`src/logic/gtpc_pkg.sv`:
```
// Purpose: constants for the timer pair with event capture
// Assumes: APB byte addresses, 32-bit data, one word per register
// Notes: all offsets, field positions and reset values live here
//
// Summary of operation
// - first timer capture register is read-only and holds the latched 32-bit count
// - control 31:24 takes the postscale target; a written zero counts as one
// - reading control 31:24 returns the live postscale counter
// - control bit 23 turns the postscaler on, clearing it turns it off
// - control bit 19 is a read-only flag set when timeouts reach target
// - control bit 18 picks postscaler or every timeout as interrupt source
// - control bit 17 enables event time capture
// - control bits 16:12 pick which interrupt event triggers the capture
// - control bits 10:9 pick slow, divided fast, fast or pin clock
// - control bit 8 set counts up, clear counts down
// - control bit 7 enables the first timer, default disabled
// - control bit 6 set is periodic, clear is free running
// - control bits 5:4 pick binary, 23-hour or 255-hour time format
// - control bits 3:0 pick prescale 1, 16, 256 or 32768
// - wake-up timer is 32-bit up/down with four prescaler sources
// - wake-up timer keeps counting while the core clock is stopped
// - wake-up timer reloads on overflow in periodic mode and at once on load write
// - any write to wake-up clear register clears its interrupt
// - wake-up value is read-only, live, and resets to all ones
// - periodic restarts from load, free running restarts from extreme
// - a timeout interrupt comes at zero counting down, full scale up
// - capture copies the count while the timer keeps counting
// - first timer reloads from its load register on overflow in periodic mode
package gtpc_pkg;
    localparam logic [31:0] ADDR_T0_LOAD = 32'hffff0320;
    localparam logic [31:0] ADDR_T0_VALUE = 32'hffff0324;
    localparam logic [31:0] ADDR_T0_CTRL = 32'hffff0328;
    localparam logic [31:0] ADDR_T0_CLEAR = 32'hffff032c;
    localparam logic [31:0] ADDR_T0_CAP = 32'hffff0330;
    localparam logic [31:0] ADDR_WK_LOAD = 32'hffff0340;
    localparam logic [31:0] ADDR_WK_VALUE = 32'hffff0344;
    localparam logic [31:0] ADDR_WK_CTRL = 32'hffff0348;
    localparam logic [31:0] ADDR_WK_CLEAR = 32'hffff034c;

    localparam logic [31:0] T0_CTRL_RST = 32'h01000000;
    localparam logic [31:0] VALUE_RST = 32'hffffffff;
    localparam logic [31:0] LOAD_RST = 32'h00000000;
    localparam logic [31:0] CAP_RST = 32'h00000000;
    localparam logic [15:0] WK_CTRL_RST = 16'h0200;

    localparam logic [31:0] T0_CTRL_WMASK = 32'h0087f7ff;
    localparam logic [15:0] WK_CTRL_WMASK = 16'h07ff;

    localparam int PS_HI = 31;
    localparam int PS_LO = 24;
    localparam int PS_EN_BIT = 23;
    localparam int PS_FLAG_BIT = 19;
    localparam int SRC_BIT = 18;
    localparam int CAP_EN_BIT = 17;
    localparam int CAPSEL_HI = 16;
    localparam int CAPSEL_LO = 12;
    localparam int CLK_HI = 10;
    localparam int CLK_LO = 9;
    localparam int DIR_BIT = 8;
    localparam int EN_BIT = 7;
    localparam int MOD_BIT = 6;
    localparam int FMT_HI = 5;
    localparam int FMT_LO = 4;
    localparam int SCALE_HI = 3;
    localparam int SCALE_LO = 0;

    localparam logic [1:0] FMT_BIN = 2'h0;
    localparam logic [1:0] FMT_H23 = 2'h2;
    localparam logic [1:0] FMT_H255 = 2'h3;
    localparam logic [1:0] CLK_SLOW = 2'h0;
    localparam logic [1:0] CLK_DIV = 2'h1;
    localparam logic [1:0] CLK_FAST = 2'h2;
    localparam logic [1:0] CLK_PIN = 2'h3;
    localparam logic [1:0] WCLK_SLOW = 2'h0;
    localparam logic [1:0] WCLK_DIV = 2'h1;
    localparam logic [1:0] WCLK_XTAL = 2'h2;
    localparam logic [1:0] WCLK_FAST = 2'h3;

    localparam logic [3:0] SCALE_1 = 4'h0;
    localparam logic [3:0] SCALE_16 = 4'h4;
    localparam logic [3:0] SCALE_256 = 4'h8;
    localparam logic [3:0] SCALE_32K = 4'hf;

    localparam logic [7:0] HUND_MAX = 8'h63;
    localparam logic [7:0] MINSEC_MAX = 8'h3b;
    localparam logic [7:0] HOUR_LIM23 = 8'h17;
    localparam logic [7:0] HOUR_LIM255 = 8'hff;
    localparam logic [7:0] PS_TARGET_RST = 8'h01;
    localparam int NUM_EVENTS = 18;
    localparam int EVT_T0 = 1;
    localparam int EVT_WK = 2;
endpackage

```
`src/logic/gtpc_prescale.sv`:
```
// Purpose: divides a tick stream by 1, 16, 256 or 32768
// Assumes: tick_in is a one-cycle pulse on core_clk
// Notes: undefined scale codes divide by one
`timescale 1ns/10ps
module gtpc_prescale
    import gtpc_pkg::*;
(
    // clock and reset
    input wire logic core_clk,
    input wire logic sys_rst,
    input wire logic clk_en,
    // control
    input wire logic run,
    input wire logic [3:0] scale,
    // ticks
    input wire logic tick_in,
    output logic tick_out
);
    logic [14:0] div_ff;
    logic [14:0] mask;

    always_comb
    begin
        case (scale)
            SCALE_16: mask = 15'h000f;
            SCALE_256: mask = 15'h00ff;
            SCALE_32K: mask = 15'h7fff;
            default: mask = 15'h0000;
        endcase
    end

    // held at zero while stopped so a restart gives a full first period
    always_ff @(posedge core_clk or posedge sys_rst)
    begin
        if (sys_rst)
            div_ff <= 15'h0000;
        else if (clk_en)
        begin
            if (!run)
                div_ff <= 15'h0000;
            else if (tick_in)
                div_ff <= (div_ff & mask) == mask ? 15'h0000 : div_ff + 15'h0001;
        end
    end

    assign tick_out = run && tick_in && ((div_ff & mask) == mask);
endmodule

```
`src/logic/gtpc_timers.sv`:
```
// Purpose: first timer with postscaler and capture, plus wake-up timer
// Assumes: clock sources arrive as pins and are sampled on core_clk
// Notes: pready follows clk_en; read data is sampled in the setup cycle
`timescale 1ns/10ps
module gtpc_timers
    import gtpc_pkg::*;
(
    // clock and reset
    input wire logic core_clk,
    input wire logic sys_rst,
    input wire logic clk_en,
    // apb slave
    input wire logic psel,
    input wire logic penable,
    input wire logic pwrite,
    input wire logic [31:0] paddr,
    input wire logic [31:0] pwdata,
    output logic [31:0] prdata,
    output logic pready,
    output logic pslverr,
    // clock source pins
    input wire logic slow_osc_pin,
    input wire logic fast_osc_pin,
    input wire logic xtal_pin,
    input wire logic external_count_pin,
    input wire logic [2:0] core_clock_divider,
    input wire logic cpu_sleep,
    // enabled interrupt events
    input wire logic [17:0] irq_events,
    // timer interrupts
    output logic first_timer_irq,
    output logic wakeup_irq
);
    logic [3:0] sync1_ff, sync2_ff, sync3_ff;
    logic [3:0] pin_tick;
    logic [6:0] cd_cnt_ff;
    logic [6:0] cd_mask;
    logic div_tick;
    logic [31:0] t0_load_ff, t0_cnt_ff, t0_ctrl_ff, t0_cap_ff;
    logic [31:0] wk_load_ff, wk_cnt_ff;
    logic [15:0] wk_ctrl_ff;
    logic [7:0] ps_target_ff, ps_cnt_ff;
    logic ps_flag_ff, t0_irq_ff, wk_irq_ff, evt_prev_ff;
    logic [31:0] prdata_ff;
    logic t0_src_tick, t0_tick, t0_term, t0_to, ps_hit;
    logic wk_src_tick, wk_tick, wk_term, wk_to;
    logic [31:0] t0_ctrl_rd;
    logic [31:0] evt_all;
    logic evt_sel, cap_trig;
    logic setup, wr, wr_t0_ctrl, wr_t0_load, wr_t0_clr, wr_wk_ctrl, wr_wk_load, wr_wk_clr;
    logic mapped;

    function automatic logic [31:0] full_of(input logic [1:0] fmt);
        if (fmt == FMT_H23)
            full_of = {HOUR_LIM23, MINSEC_MAX, MINSEC_MAX, HUND_MAX};
        else if (fmt == FMT_H255)
            full_of = {HOUR_LIM255, MINSEC_MAX, MINSEC_MAX, HUND_MAX};
        else
            full_of = VALUE_RST;
    endfunction

    // one step with hundredths/seconds/minutes/hours carries in time format
    function automatic logic [31:0] step(input logic [31:0] cur, input logic up,
                                         input logic [1:0] fmt);
        logic [31:0] r;
        r = cur;
        if (fmt != FMT_H23 && fmt != FMT_H255)
            r = up ? cur + 32'h1 : cur - 32'h1;
        else if (up)
        begin
            if (cur[7:0] != HUND_MAX)
                r[7:0] = cur[7:0] + 8'h01;
            else
            begin
                r[7:0] = 8'h00;
                if (cur[15:8] != MINSEC_MAX)
                    r[15:8] = cur[15:8] + 8'h01;
                else
                begin
                    r[15:8] = 8'h00;
                    if (cur[23:16] != MINSEC_MAX)
                        r[23:16] = cur[23:16] + 8'h01;
                    else
                    begin
                        r[23:16] = 8'h00;
                        r[31:24] = cur[31:24] + 8'h01;
                    end
                end
            end
        end
        else
        begin
            if (cur[7:0] != 8'h00)
                r[7:0] = cur[7:0] - 8'h01;
            else
            begin
                r[7:0] = HUND_MAX;
                if (cur[15:8] != 8'h00)
                    r[15:8] = cur[15:8] - 8'h01;
                else
                begin
                    r[15:8] = MINSEC_MAX;
                    if (cur[23:16] != 8'h00)
                        r[23:16] = cur[23:16] - 8'h01;
                    else
                    begin
                        r[23:16] = MINSEC_MAX;
                        r[31:24] = cur[31:24] - 8'h01;
                    end
                end
            end
        end
        step = r;
    endfunction

    // apb decode
    assign setup = psel && !penable && clk_en;
    assign wr = psel && penable && pwrite && clk_en;
    assign wr_t0_ctrl = wr && paddr == ADDR_T0_CTRL;
    assign wr_t0_load = wr && paddr == ADDR_T0_LOAD;
    assign wr_t0_clr = wr && paddr == ADDR_T0_CLEAR;
    assign wr_wk_ctrl = wr && paddr == ADDR_WK_CTRL;
    assign wr_wk_load = wr && paddr == ADDR_WK_LOAD;
    assign wr_wk_clr = wr && paddr == ADDR_WK_CLEAR;

    always_comb
    begin
        if (paddr == ADDR_T0_LOAD || paddr == ADDR_T0_VALUE || paddr == ADDR_T0_CTRL)
            mapped = 1'b1;
        else if (paddr == ADDR_T0_CLEAR || paddr == ADDR_T0_CAP)
            mapped = 1'b1;
        else if (paddr == ADDR_WK_LOAD || paddr == ADDR_WK_VALUE)
            mapped = 1'b1;
        else if (paddr == ADDR_WK_CTRL || paddr == ADDR_WK_CLEAR)
            mapped = 1'b1;
        else
            mapped = 1'b0;
    end

    assign pready = clk_en;
    assign pslverr = psel && penable && !mapped;
    assign prdata = prdata_ff;

    // the reserved bits and the flag never hold state; bits 31:24 show the counter
    assign t0_ctrl_rd = {ps_cnt_ff, 24'h000000} | (t0_ctrl_ff & T0_CTRL_WMASK)
        | (32'(ps_flag_ff) << PS_FLAG_BIT);

    always_ff @(posedge core_clk or posedge sys_rst)
    begin
        if (sys_rst)
            prdata_ff <= 32'h00000000;
        else if (setup && !pwrite)
        begin
            if (paddr == ADDR_T0_LOAD)
                prdata_ff <= t0_load_ff;
            else if (paddr == ADDR_T0_VALUE)
                prdata_ff <= t0_cnt_ff;
            else if (paddr == ADDR_T0_CTRL)
                prdata_ff <= t0_ctrl_rd;
            else if (paddr == ADDR_T0_CAP)
                prdata_ff <= t0_cap_ff;
            else if (paddr == ADDR_WK_LOAD)
                prdata_ff <= wk_load_ff;
            else if (paddr == ADDR_WK_VALUE)
                prdata_ff <= wk_cnt_ff;
            else if (paddr == ADDR_WK_CTRL)
                prdata_ff <= {16'h0000, wk_ctrl_ff};
            else
                prdata_ff <= 32'h00000000;
        end
    end

    // pin synchronisers: slow, fast, crystal, external
    always_ff @(posedge core_clk or posedge sys_rst)
    begin
        if (sys_rst)
        begin
            sync1_ff <= 4'h0;
            sync2_ff <= 4'h0;
            sync3_ff <= 4'h0;
        end
        else if (clk_en)
        begin
            sync1_ff <= {external_count_pin, xtal_pin, fast_osc_pin, slow_osc_pin};
            sync2_ff <= sync1_ff;
            sync3_ff <= sync2_ff;
        end
    end

    assign pin_tick = sync2_ff & ~sync3_ff;

    // fast clock over the core divider, a power of two
    assign cd_mask = 7'((8'h01 << core_clock_divider) - 8'h01);
    assign div_tick = pin_tick[1] && ((cd_cnt_ff & cd_mask) == cd_mask);

    always_ff @(posedge core_clk or posedge sys_rst)
    begin
        if (sys_rst)
            cd_cnt_ff <= 7'h00;
        else if (clk_en && pin_tick[1])
            cd_cnt_ff <= (cd_cnt_ff & cd_mask) == cd_mask ? 7'h00 : cd_cnt_ff + 7'h01;
    end

    // fast-derived sources stop with the core; slow and pin keep going
    always_comb
    begin
        case (t0_ctrl_ff[CLK_HI:CLK_LO])
            CLK_SLOW: t0_src_tick = pin_tick[0];
            CLK_DIV: t0_src_tick = div_tick && !cpu_sleep;
            CLK_FAST: t0_src_tick = pin_tick[1] && !cpu_sleep;
            default: t0_src_tick = pin_tick[3];
        endcase
    end

    // wake-up sources ignore cpu_sleep so it runs with the core stopped
    always_comb
    begin
        case (wk_ctrl_ff[CLK_HI:CLK_LO])
            WCLK_SLOW: wk_src_tick = pin_tick[0];
            WCLK_DIV: wk_src_tick = div_tick;
            WCLK_XTAL: wk_src_tick = pin_tick[2];
            default: wk_src_tick = pin_tick[1];
        endcase
    end

    gtpc_prescale u_t0_scale (
        .core_clk(core_clk),
        .sys_rst(sys_rst),
        .clk_en(clk_en),
        .run(t0_ctrl_ff[EN_BIT]),
        .scale(t0_ctrl_ff[SCALE_HI:SCALE_LO]),
        .tick_in(t0_src_tick),
        .tick_out(t0_tick)
    );

    gtpc_prescale u_wk_scale (
        .core_clk(core_clk),
        .sys_rst(sys_rst),
        .clk_en(clk_en),
        .run(wk_ctrl_ff[EN_BIT]),
        .scale(wk_ctrl_ff[SCALE_HI:SCALE_LO]),
        .tick_in(wk_src_tick),
        .tick_out(wk_tick)
    );

    assign t0_term = t0_ctrl_ff[DIR_BIT] ? t0_cnt_ff == full_of(t0_ctrl_ff[FMT_HI:FMT_LO])
        : t0_cnt_ff == 32'h0;
    assign t0_to = t0_tick && t0_term;
    assign wk_term = wk_ctrl_ff[DIR_BIT] ? wk_cnt_ff == full_of(wk_ctrl_ff[FMT_HI:FMT_LO])
        : wk_cnt_ff == 32'h0;
    assign wk_to = wk_tick && wk_term;

    // first timer registers
    always_ff @(posedge core_clk or posedge sys_rst)
    begin
        if (sys_rst)
        begin
            t0_ctrl_ff <= T0_CTRL_RST & T0_CTRL_WMASK;
            t0_load_ff <= LOAD_RST;
        end
        else if (clk_en)
        begin
            if (wr_t0_ctrl)
                t0_ctrl_ff <= pwdata & T0_CTRL_WMASK;
            if (wr_t0_load)
                t0_load_ff <= pwdata;
        end
    end

    // writing control in periodic mode starts the count from the load value
    always_ff @(posedge core_clk or posedge sys_rst)
    begin
        if (sys_rst)
            t0_cnt_ff <= VALUE_RST;
        else if (clk_en)
        begin
            if (wr_t0_ctrl && pwdata[MOD_BIT])
                t0_cnt_ff <= t0_load_ff;
            else if (t0_to)
            begin
                if (t0_ctrl_ff[MOD_BIT])
                    t0_cnt_ff <= t0_load_ff;
                else
                    t0_cnt_ff <= t0_ctrl_ff[DIR_BIT] ? 32'h0
                        : full_of(t0_ctrl_ff[FMT_HI:FMT_LO]);
            end
            else if (t0_tick)
                t0_cnt_ff <= step(t0_cnt_ff, t0_ctrl_ff[DIR_BIT],
                                  t0_ctrl_ff[FMT_HI:FMT_LO]);
        end
    end

    // postscaler counts timeouts up to the target
    assign ps_hit = t0_to && t0_ctrl_ff[PS_EN_BIT] && (ps_cnt_ff + 8'h01 == ps_target_ff);

    always_ff @(posedge core_clk or posedge sys_rst)
    begin
        if (sys_rst)
        begin
            ps_target_ff <= PS_TARGET_RST;
            ps_cnt_ff <= 8'h00;
        end
        else if (clk_en)
        begin
            if (wr_t0_ctrl)
            begin
                ps_target_ff <= pwdata[PS_HI:PS_LO] == 8'h00 ? PS_TARGET_RST
                    : pwdata[PS_HI:PS_LO];
                ps_cnt_ff <= 8'h00;
            end
            else if (ps_hit)
                ps_cnt_ff <= 8'h00;
            else if (t0_to && t0_ctrl_ff[PS_EN_BIT])
                ps_cnt_ff <= ps_cnt_ff + 8'h01;
        end
    end

    // flags: a set in the same cycle as a clear wins
    always_ff @(posedge core_clk or posedge sys_rst)
    begin
        if (sys_rst)
        begin
            ps_flag_ff <= 1'b0;
            t0_irq_ff <= 1'b0;
            wk_irq_ff <= 1'b0;
        end
        else if (clk_en)
        begin
            if (ps_hit)
                ps_flag_ff <= 1'b1;
            else if (wr_t0_clr)
                ps_flag_ff <= 1'b0;
            if (t0_ctrl_ff[SRC_BIT] ? ps_hit : t0_to)
                t0_irq_ff <= 1'b1;
            else if (wr_t0_clr)
                t0_irq_ff <= 1'b0;
            if (wk_to)
                wk_irq_ff <= 1'b1;
            else if (wr_wk_clr)
                wk_irq_ff <= 1'b0;
        end
    end

    assign first_timer_irq = t0_irq_ff;
    assign wakeup_irq = wk_irq_ff;

    // capture on the first cycle of each assertion of the chosen event
    assign evt_all = {14'h0000, irq_events}
        | (32'(t0_irq_ff) << EVT_T0) | (32'(wk_irq_ff) << EVT_WK);
    assign evt_sel = evt_all[t0_ctrl_ff[CAPSEL_HI:CAPSEL_LO]];
    assign cap_trig = t0_ctrl_ff[CAP_EN_BIT] && evt_sel && !evt_prev_ff;

    always_ff @(posedge core_clk or posedge sys_rst)
    begin
        if (sys_rst)
        begin
            evt_prev_ff <= 1'b0;
            t0_cap_ff <= CAP_RST;
        end
        else if (clk_en)
        begin
            evt_prev_ff <= evt_sel;
            if (cap_trig)
                t0_cap_ff <= t0_cnt_ff;
        end
    end

    // wake-up timer
    always_ff @(posedge core_clk or posedge sys_rst)
    begin
        if (sys_rst)
        begin
            wk_ctrl_ff <= WK_CTRL_RST;
            wk_load_ff <= LOAD_RST;
        end
        else if (clk_en)
        begin
            if (wr_wk_ctrl)
                wk_ctrl_ff <= pwdata[15:0] & WK_CTRL_WMASK;
            if (wr_wk_load)
                wk_load_ff <= pwdata;
        end
    end

    always_ff @(posedge core_clk or posedge sys_rst)
    begin
        if (sys_rst)
            wk_cnt_ff <= VALUE_RST;
        else if (clk_en)
        begin
            if (wr_wk_load)
                wk_cnt_ff <= pwdata;
            else if (wr_wk_ctrl && pwdata[MOD_BIT])
                wk_cnt_ff <= wk_load_ff;
            else if (wk_to)
                wk_cnt_ff <= wk_ctrl_ff[MOD_BIT] ? wk_load_ff
                    : (wk_ctrl_ff[DIR_BIT] ? 32'h0 : full_of(wk_ctrl_ff[FMT_HI:FMT_LO]));
            else if (wk_tick)
                wk_cnt_ff <= step(wk_cnt_ff, wk_ctrl_ff[DIR_BIT],
                                  wk_ctrl_ff[FMT_HI:FMT_LO]);
        end
    end
endmodule

```
`config.mk`:
```
export PLATFORM = sky130hd
export DESIGN_NAME = gtpc_timers
export DESIGN_NICKNAME = d
export VERILOG_FILES = /design/src/logic/gtpc_pkg.sv /design/src/logic/gtpc_prescale.sv /design/src/logic/gtpc_timers.sv
export SDC_FILE = /design/constraint.sdc
export NUM_CORES = 1
export LEC_CHECK = 0
export BUFFER_PORTS_ARGS = -buffer_cell sky130_fd_sc_hd__buf_4
export CAP_MARGIN = 20
export CORE_MARGIN = 4
export CORE_UTILIZATION = 30
export CTS_CLUSTER_SIZE = 30
export DETAILED_ROUTE_END_ITERATION = 8
export SLEW_MARGIN = 20
export SYNTH_ARGS = -nofsm -noshare
export SYNTH_HDL_FRONTEND = slang
export SYNTH_SLANG_ARGS = --single-unit
export TNS_END_PERCENT = 100
```
`constraint.sdc`:
```
create_clock -name core_clk -period 13.24 [get_ports core_clk]
set_input_delay 2.648 -clock core_clk [delete_from_list [all_inputs] [get_ports core_clk]]
set_output_delay 2.648 -clock core_clk [all_outputs]
set_load 0.03 [all_outputs]
```
==> impl_results.md, run 1 <==
- Fillers: 7340
- Warnings from Yosys: 0
- TritonRoute pass-1 iters: 6
- Seq cells post-synth: 291
- Syn Nets: 2799
- GRT overflow: 0
- Detail Route met3 WL: 6170 um
- Most numerous cell in the Yosys netlist: nand2_1
- Synth top area share: 26.2%
- Routed Antenna Nets: 0
- Worst Max-Slew Pin Slew: 1210 ps
- RSZ-0062 raised after global routing: false
- Power Density: 89.9 mW/mm^2
- Sequential power share: 46.0%
- Final Max Slew Viols: 0
- Routed met2 length: 32200 um
- M1 WL: 34400 um
- CORE AREA: 0.0705 mm^2
- CTS max path bufs: 3
- CP Max Fanout: 34
- GRT Overall Usage: 18.9%
- Final setup vio count: 0
- CP cell instances: buf_4 -> or4_1 -> nor4_2 -> nand2_1 -> nor4_4 -> buf_4 -> and4b_1 -> buf_4
- Top cells by count, synth: nand2_1 (428), dfrtp_1 (225), o21ai_0 (219)
- Global-route wire length before repair: 114000 um
- HPWL Detailed: 55200 um
- Max Cap Viol: 0
- Die Ht: 275 um
- Synth area leaders: dfrtp_1 (26%), dfstp_2 (8.1%), nand2_1 (7.5%), o21ai_0 (5.1%), mux2_2 (5.0%)
- Clk_lat worst skew: 580 ps
- CP Data Required Time: 10590 ps
- Initial core utilization: 30.4%
- Async set or reset register ratio after synthesis: 100%
- EDFF count, synth: 0
- Int Pwr: 1.56 mW
- Largest area contributor in the netlist: dfrtp_1
- Switch share: 28.6%
- Gate power share: 13.8%
- Ys flop type: dfrtp_1
- Critical Path Slowest Stage Cell: or4_1
- Iteration-0 DRC Markers: 2151
- Total negative slack: 0 ps
- Die ar.: 0.0759 mm^2
- Worst hold slack: 484 ps
- CTS tree: yes
- Highest metal used: met5
- Post-Place Worst Slack: 5690 ps
- Worst Path Arrival: 4930 ps
- Fmax: 0.132 GHz
- WP buf/inv: 3
- Largest net degree at the start of global routing: 186
- CTS buffer count: 30
- Layout Skew: 17.8 ps
- Port bufs: 131
- Status: finished, final reports clean
- Sequential share of the synthesized area: 34.3%
- Pleak: 10.6 nW
- Worst vdd ir: 0.0000993 V
- Initial antenna violation count: 2
- Post-CTS setup buffer count: 0
- Relative slew margins: 18.6%
- Vias per Instance: 5.70
- Area grow syn2layout: 13.2%
- Routed WL: 74100 um
- Worst Setup End Kind: output pin
- Min Clock Period, post-route: 7580 ps
- Clock power share: 40.2%
- Mapped Avg Cell Area: 8.20 um^2
- Residual DRC count: 0
- Total placed cells including tap cells: 3550
- CTS root buf: clkbuf_16
- TritonCTS sink count: 291
- Final setup margin: 5660 ps
- # rows: 97
- Cell family with most CP delay: simple AND/OR/NAND/NOR gates
- Fin crit share: 57.2%
- Max incr delay on CP: 530 ps
- Die Width: 275 um
- Synth Cell Area: 0.0215 mm^2
- CTS-repair resized insts: 0
- Clk slew on worst S/H paths: 60 ps
- Final Hold Viols: 0
- Final Wtd Congestion: 0.914
- Hold_buf cts: 0
- Startpoint Class: input port
- Share of layout cells above drive strength 1: 16.0%
- IO Pins: 132
- Cell variety after synth: 92
- # H-tree levels: 1
- DR WL/cell: 20.5 um
- Nets@finish: 2824
- Non-Filler Instances: 3611
- Hold Crit Class: reg -> reg
- Crit-path most repeated cell: buf_4
- Total number of vias: 20600
- Vias in the first global route: 19500
- CP Class: in -> out
- Gate Count Post-Synth: 2619
- Sw Pwr: 0.625 mW
==> routing by layer <==
metal	up-vias	global-route usage, %
met5	-	0
met4	2	3.53
met3	80	3.49
met2	759	29.1
met1	10100	27.8
li1	9673	-
==> through the flow <==
step                      cell area (um^2)  util, %  power (mW)
after floorplan                      21500        -        1.20
after global placement               23200     33.0        1.32
after detailed placement             23200     33.0        1.32
after CTS                            24300     34.4        2.20
after global routing                 24300     34.5        2.27
final                                24300     34.5        2.18
==> placed cells by master, fill, tap and decap left out, types with 33 or more instances in the layout <==
| cell | count |
|---|---|
| mux2_2 | 96 |
| buf_4 | 165 |
| nor2_1 | 208 |
| a211oi_1 | 39 |
| xnor2_1 | 41 |
| nand4_1 | 37 |
| a21oi_1 | 168 |
| nand2_1 | 428 |
| a21o_1 | 41 |
| ha_1 | 80 |
| o21ai_0 | 218 |
| dfrtp_1 | 225 |
| xor2_1 | 62 |
| nand3_1 | 75 |
| dfstp_2 | 66 |
| a221oi_1 | 33 |
| inv_1 | 53 |
| a31oi_1 | 38 |
| nor3_1 | 66 |
==> power by group through the flow <==
stage          logic (mW)  registers (mW)  clock network (mW)
3_5_place_dp        0.300            1.02                   0
6_report            0.302            1.01               0.878
2_1_floorplan       0.212           0.985                   0
5_1_grt             0.336            1.01               0.923
3_3_place_gp        0.298            1.02                   0
4_1_cts             0.302            1.00               0.891
==> sequential cells by signal (all words and copies together), names as in the netlist, 4 cells and up <==
register           count
t0_cnt_ff             32
u_wk_scale.div_ff     15
wk_ctrl_ff            11
ps_cnt_ff              8
t0_ctrl_ff            19
t0_cap_ff             32
u_t0_scale.div_ff     15
t0_load_ff            32
prdata                32
wk_cnt_ff             32
sync2_ff               4
cd_cnt_ff              7
sync1_ff               4
wk_load_ff            32
sync3_ff               4
ps_target_ff           8
==> layout make-up <==
class | count | area (um^2) | share of cell area, %
antenna | 3 | 7.51 | 0.0309
clock buffer | 45 | 918 | 3.78
clock inverter | 11 | 100 | 0.412
inverter | 55 | 214 | 0.880
multi-input combinational | 2099 | 13200 | 54.5
sequential | 291 | 7360 | 30.3
tap | 940 | 1180 | 4.84
timing repair buffer | 167 | 1290 | 5.29
==> path summary, 6_finish.rpt <==
path | start | endpoint | slack [ps] | cells after the start
max | paddr[13] | pslverr | 5660 | 8
min | prdata[6]$_DFFE_PP0P_ | prdata[6]$_DFFE_PP0P_ | 480 | 2
max reg2reg | t0_ctrl_ff[8]$_DFFE_PP0P_ | t0_cnt_ff[31]$_DFFE_PP1P_ | 8770 | 14
min reg2reg | prdata[6]$_DFFE_PP0P_ | prdata[6]$_DFFE_PP0P_ | 480 | 2
max in group asynchronous | sys_rst | prdata[31]$_DFFE_PP0P_ | 9510 | 4
min in group asynchronous | sys_rst | prdata[0]$_DFFE_PP0P_ | 2230 | 2
==> worst reg2reg max path, delay by kind of cell, from the launching register on <==
family	cells	cell delay (ps)
AOI/OAI and AO/OA	9	2630
DFF	1	360
buffers and inverters	3	890
muxes	1	170
adders and majority gates	1	380
==> kinds of logic (layout without fill, tap and decap cells) <==
family	Yosys count	in the layout	synth area share, %
adder cells (fa/ha/maj)	84	84	5.04
AND/OR/NAND/NOR	993	993	21.2
AO/OA/AOI/OAI	785	785	24.0
buffers and inverters	229	278	4.21
XOR/XNOR	103	103	4.20
flip-flops	291	291	34.3
other	0	3	0
multiplexers	134	134	7.07
Power figures use the tool's default switching activity.
==> inputs of run 2 (changes only) <==
--- a/config.mk
+++ b/config.mk
@@ -5,6 +5,7 @@
 export SDC_FILE = /design/constraint.sdc
 export NUM_CORES = 1
 export LEC_CHECK = 0
+export ABC_AREA = 1
 export BUFFER_PORTS_ARGS = -buffer_cell sky130_fd_sc_hd__buf_4
 export CAP_MARGIN = 20
 export CORE_MARGIN = 4
==> constraint.sdc (replaced) <==
create_clock -name core_clk -period 7.7 [get_ports core_clk]
set_input_delay 1.54 -clock core_clk [delete_from_list [all_inputs] [get_ports core_clk]]
set_output_delay 1.54 -clock core_clk [all_outputs]
set_load 0.03 [all_outputs]
==> impl_results.md, run 2 <==
- Seq cells post-synth: 291 (unchanged)
- Ys flop type: dfrtp_1
- Status: finished, final reports clean
- Clock power share: 46.0% (+5.8 points)
- EDFF count, synth: 0 (unchanged)
- Startpoint Class: input port
- CP Data Required Time: 6160 ps (-4430 ps)
- Nets@finish: 4039 (+43%)
- Sw Pwr: 1.01 mW (+61%)
- Total negative slack: 0 ps (unchanged)
- Initial antenna violation count: 0 (-2)
- Sequential power share: 44.7% (-1.3 points)
- Fin crit share: 76.5%
- IO Pins: 132 (unchanged)
- Relative slew margins: 32.8% (+14 points)
- CP Class: in -> out
- # H-tree levels: 2 (+1)
- Mapped Avg Cell Area: 6.38 um^2 (-22%)
- Synth area leaders: dfrtp_1 (23%), nand2_1 (18%), o21ai_0 (7.8%), dfstp_2 (7.2%), inv_1 (7.0%)
- Routed Antenna Nets: 0 (unchanged)
- Share of layout cells above drive strength 1: 9.22% (-6.7 points)
- # rows: 103 (+6.2%)
- Clk slew on worst S/H paths: 60 ps (about the same)
- Vias per Instance: 5.24 (-8.2%)
- Worst Path Arrival: 4350 ps (-580 ps)
- Final Max Slew Viols: 0 (unchanged)
- Port bufs: 131 (unchanged)
- CP Max Fanout: 23 (-32%)
- Worst hold slack: 471 ps (-13.1 ps)
- Hold_buf cts: 0 (unchanged)
- RSZ-0062 raised after global routing: false
- CORE AREA: 0.0795 mm^2 (+13%)
- GRT overflow: 0 (unchanged)
- Gate Count Post-Synth: 3800 (+45%)
- Hold Crit Class: reg -> reg
- Initial core utilization: 30.5% (+0.041 points)
- Residual DRC count: 0 (unchanged)
- Die Ht: 292 um (+6.1%)
- Die ar.: 0.0854 mm^2 (+13%)
- Syn Nets: 3980 (+42%)
- CTS tree: yes
- Worst vdd ir: 0.000140 V (+41%)
- Area grow syn2layout: 12.7%
- TritonRoute pass-1 iters: 6 (unchanged)
- Top cells by count, synth: nand2_1 (1187), inv_1 (454), o21ai_0 (376)
- Clk_lat worst skew: 560 ps (-20 ps)
- Total number of vias: 25800 (+25%)
- Post-CTS setup buffer count: 0 (unchanged)
- CTS root buf: clkbuf_16
- Sequential share of the synthesized area: 30.4% (-3.9 points)
- CTS max path bufs: 3 (unchanged)
- CTS buffer count: 37 (+23%)
- DR WL/cell: 18.9 um (-7.9%)
- Power Density: 134 mW/mm^2 (+49%)
- Vias in the first global route: 23900 (+23%)
- Largest net degree at the start of global routing: 140 (-25%)
- Worst Setup End Kind: output pin
- Routed WL: 93300 um (+26%)
- Commonest cells after routing, fill and taps aside: nand2_1 (1185), inv_1 (453), o21ai_0 (375)
- Final Hold Viols: 0 (unchanged)
- Max Cap Viol: 0 (unchanged)
- HPWL Detailed: 71900 um (+30%)
- CTS-repair resized insts: 0 (unchanged)
- Fillers: 8573 (+17%)
- Switch share: 27.5% (-1.1 points)
- Pleak: 13.3 nW (+26%)
- Layout Skew: 21.7 ps (+3.89 ps)
- Cell variety after synth: 63 (-32%)
- Min Clock Period, post-route: 5890 ps
- Gate power share: 9.2% (-4.6 points)
- Final setup vio count: 0 (unchanged)
- Worst Max-Slew Pin Slew: 998 ps (-212 ps)
- TritonCTS sink count: 291 (unchanged)
- Final Wtd Congestion: 0.963 (+5.4%)
- Synth Cell Area: 0.0242 mm^2 (+13%)
- Most numerous cell in the Yosys netlist: nand2_1
- Iteration-0 DRC Markers: 2862 (+33%)
- Reg-to-reg setup timing slack: 3740 ps (-5030 ps)
- Most common cell after layout, fill and taps aside: nand2_1
- Global-route wire length before repair: 143000 um (+25%)
- Synth top area share: 23.2% (-3.0 points)
- Int Pwr: 2.65 mW (+70%)
- Die Width: 292 um (+6.1%)
- Largest area contributor in the netlist: dfrtp_1
- GRT Overall Usage: 21.0% (+2.1 points)
- Async set or reset register ratio after synthesis: 100% (unchanged)
- Warnings from Yosys: 0 (unchanged)
- Fmax: 0.170 GHz
[run 2: logic make-up after synthesis]
family | count (synthesis) | synth area share (%)
AND/OR/NAND/NOR | 1958 | 34.2
AO/OA/AOI/OAI | 779 | 18.3
buffers and inverters | 606 | 9.72
flip-flops | 291 | 30.4
adder cells (fa/ha/maj) | 84 | 4.46
XOR/XNOR | 81 | 2.93
multiplexers | 1 | 0.0413
[run 2: stage by stage]
stage               total power, mW  util, %  setup WS (ps)  area (um^2)  cells
floorplan                      1.86        -           2350        24200   3800
global placement               2.00     32.9           1690        26200   4870
detailed placement             2.00     32.9           1540        26200   4870
CTS                            3.70     34.4           1900        27300   4934
global route                   3.81     34.4           1510        27300   4934
finish                         3.66     34.4           1810        27300   4935
[run 2: final timing paths]
kind	endpoint	depth (start not counted)	from
setup reg to reg	wk_cnt_ff[23]$_DFFE_PP1P_	16	wk_cnt_ff[0]$_DFFE_PP1P_
setup / recovery	pslverr	11	paddr[21]
hold reg to reg	sync1_ff[2]$_DFFE_PP0P_	2	sync1_ff[2]$_DFFE_PP0P_
max in group asynchronous	t0_cap_ff[21]$_DFFE_PP0P_	3	sys_rst
min in group asynchronous	cd_cnt_ff[6]$_DFFE_PP0P_	2	sys_rst
hold / removal	sync1_ff[2]$_DFFE_PP0P_	2	sync1_ff[2]$_DFFE_PP0P_
[run 2: power by group through the flow]
stage	clock [mW]	sequential, mW	combinational (mW)
floorplan	0	1.67	0.191
global placement	0	1.66	0.338
detailed placement	0	1.66	0.341
CTS	1.72	1.64	0.342
global route	1.78	1.65	0.382
finish	1.68	1.64	0.338
[run 2: cell type report]
cell class	count	area, um^2	share of cell area (%)
Clock inverter	14	125	0.458
Inverter	468	1760	6.44
Tap cell	1050	1310	4.81
Clock buffer	50	995	3.64
Antenna cell	1	2.50	0.00916
Sequential cell	291	7360	27.0
Timing Repair Buffer	158	1210	4.43
Multi-Input combinational cell	2903	14600	53.3
[run 2: metal layers]
metal / track usage [%] / up-vias / share of wire (%)
li1: - / 12600 / -
met4: 7.68 / 0 / 3.9
met5: 0 / - / 0
met3: 3.03 / 190 / 7.6
met2: 33.1 / 1038 / 44
met1: 29.4 / 12000 / 44
[run 2: worst max-delay path, cell delays in order]
cell and delay (ps):
buf_4 80, nand2_1 40, nor2_1 100, nand4_1 350
nor2_2 580, nand4_1 710, o21ai_0 280, inv_1 230
o21ai_0 140, nor4_1 70, buf_4 210
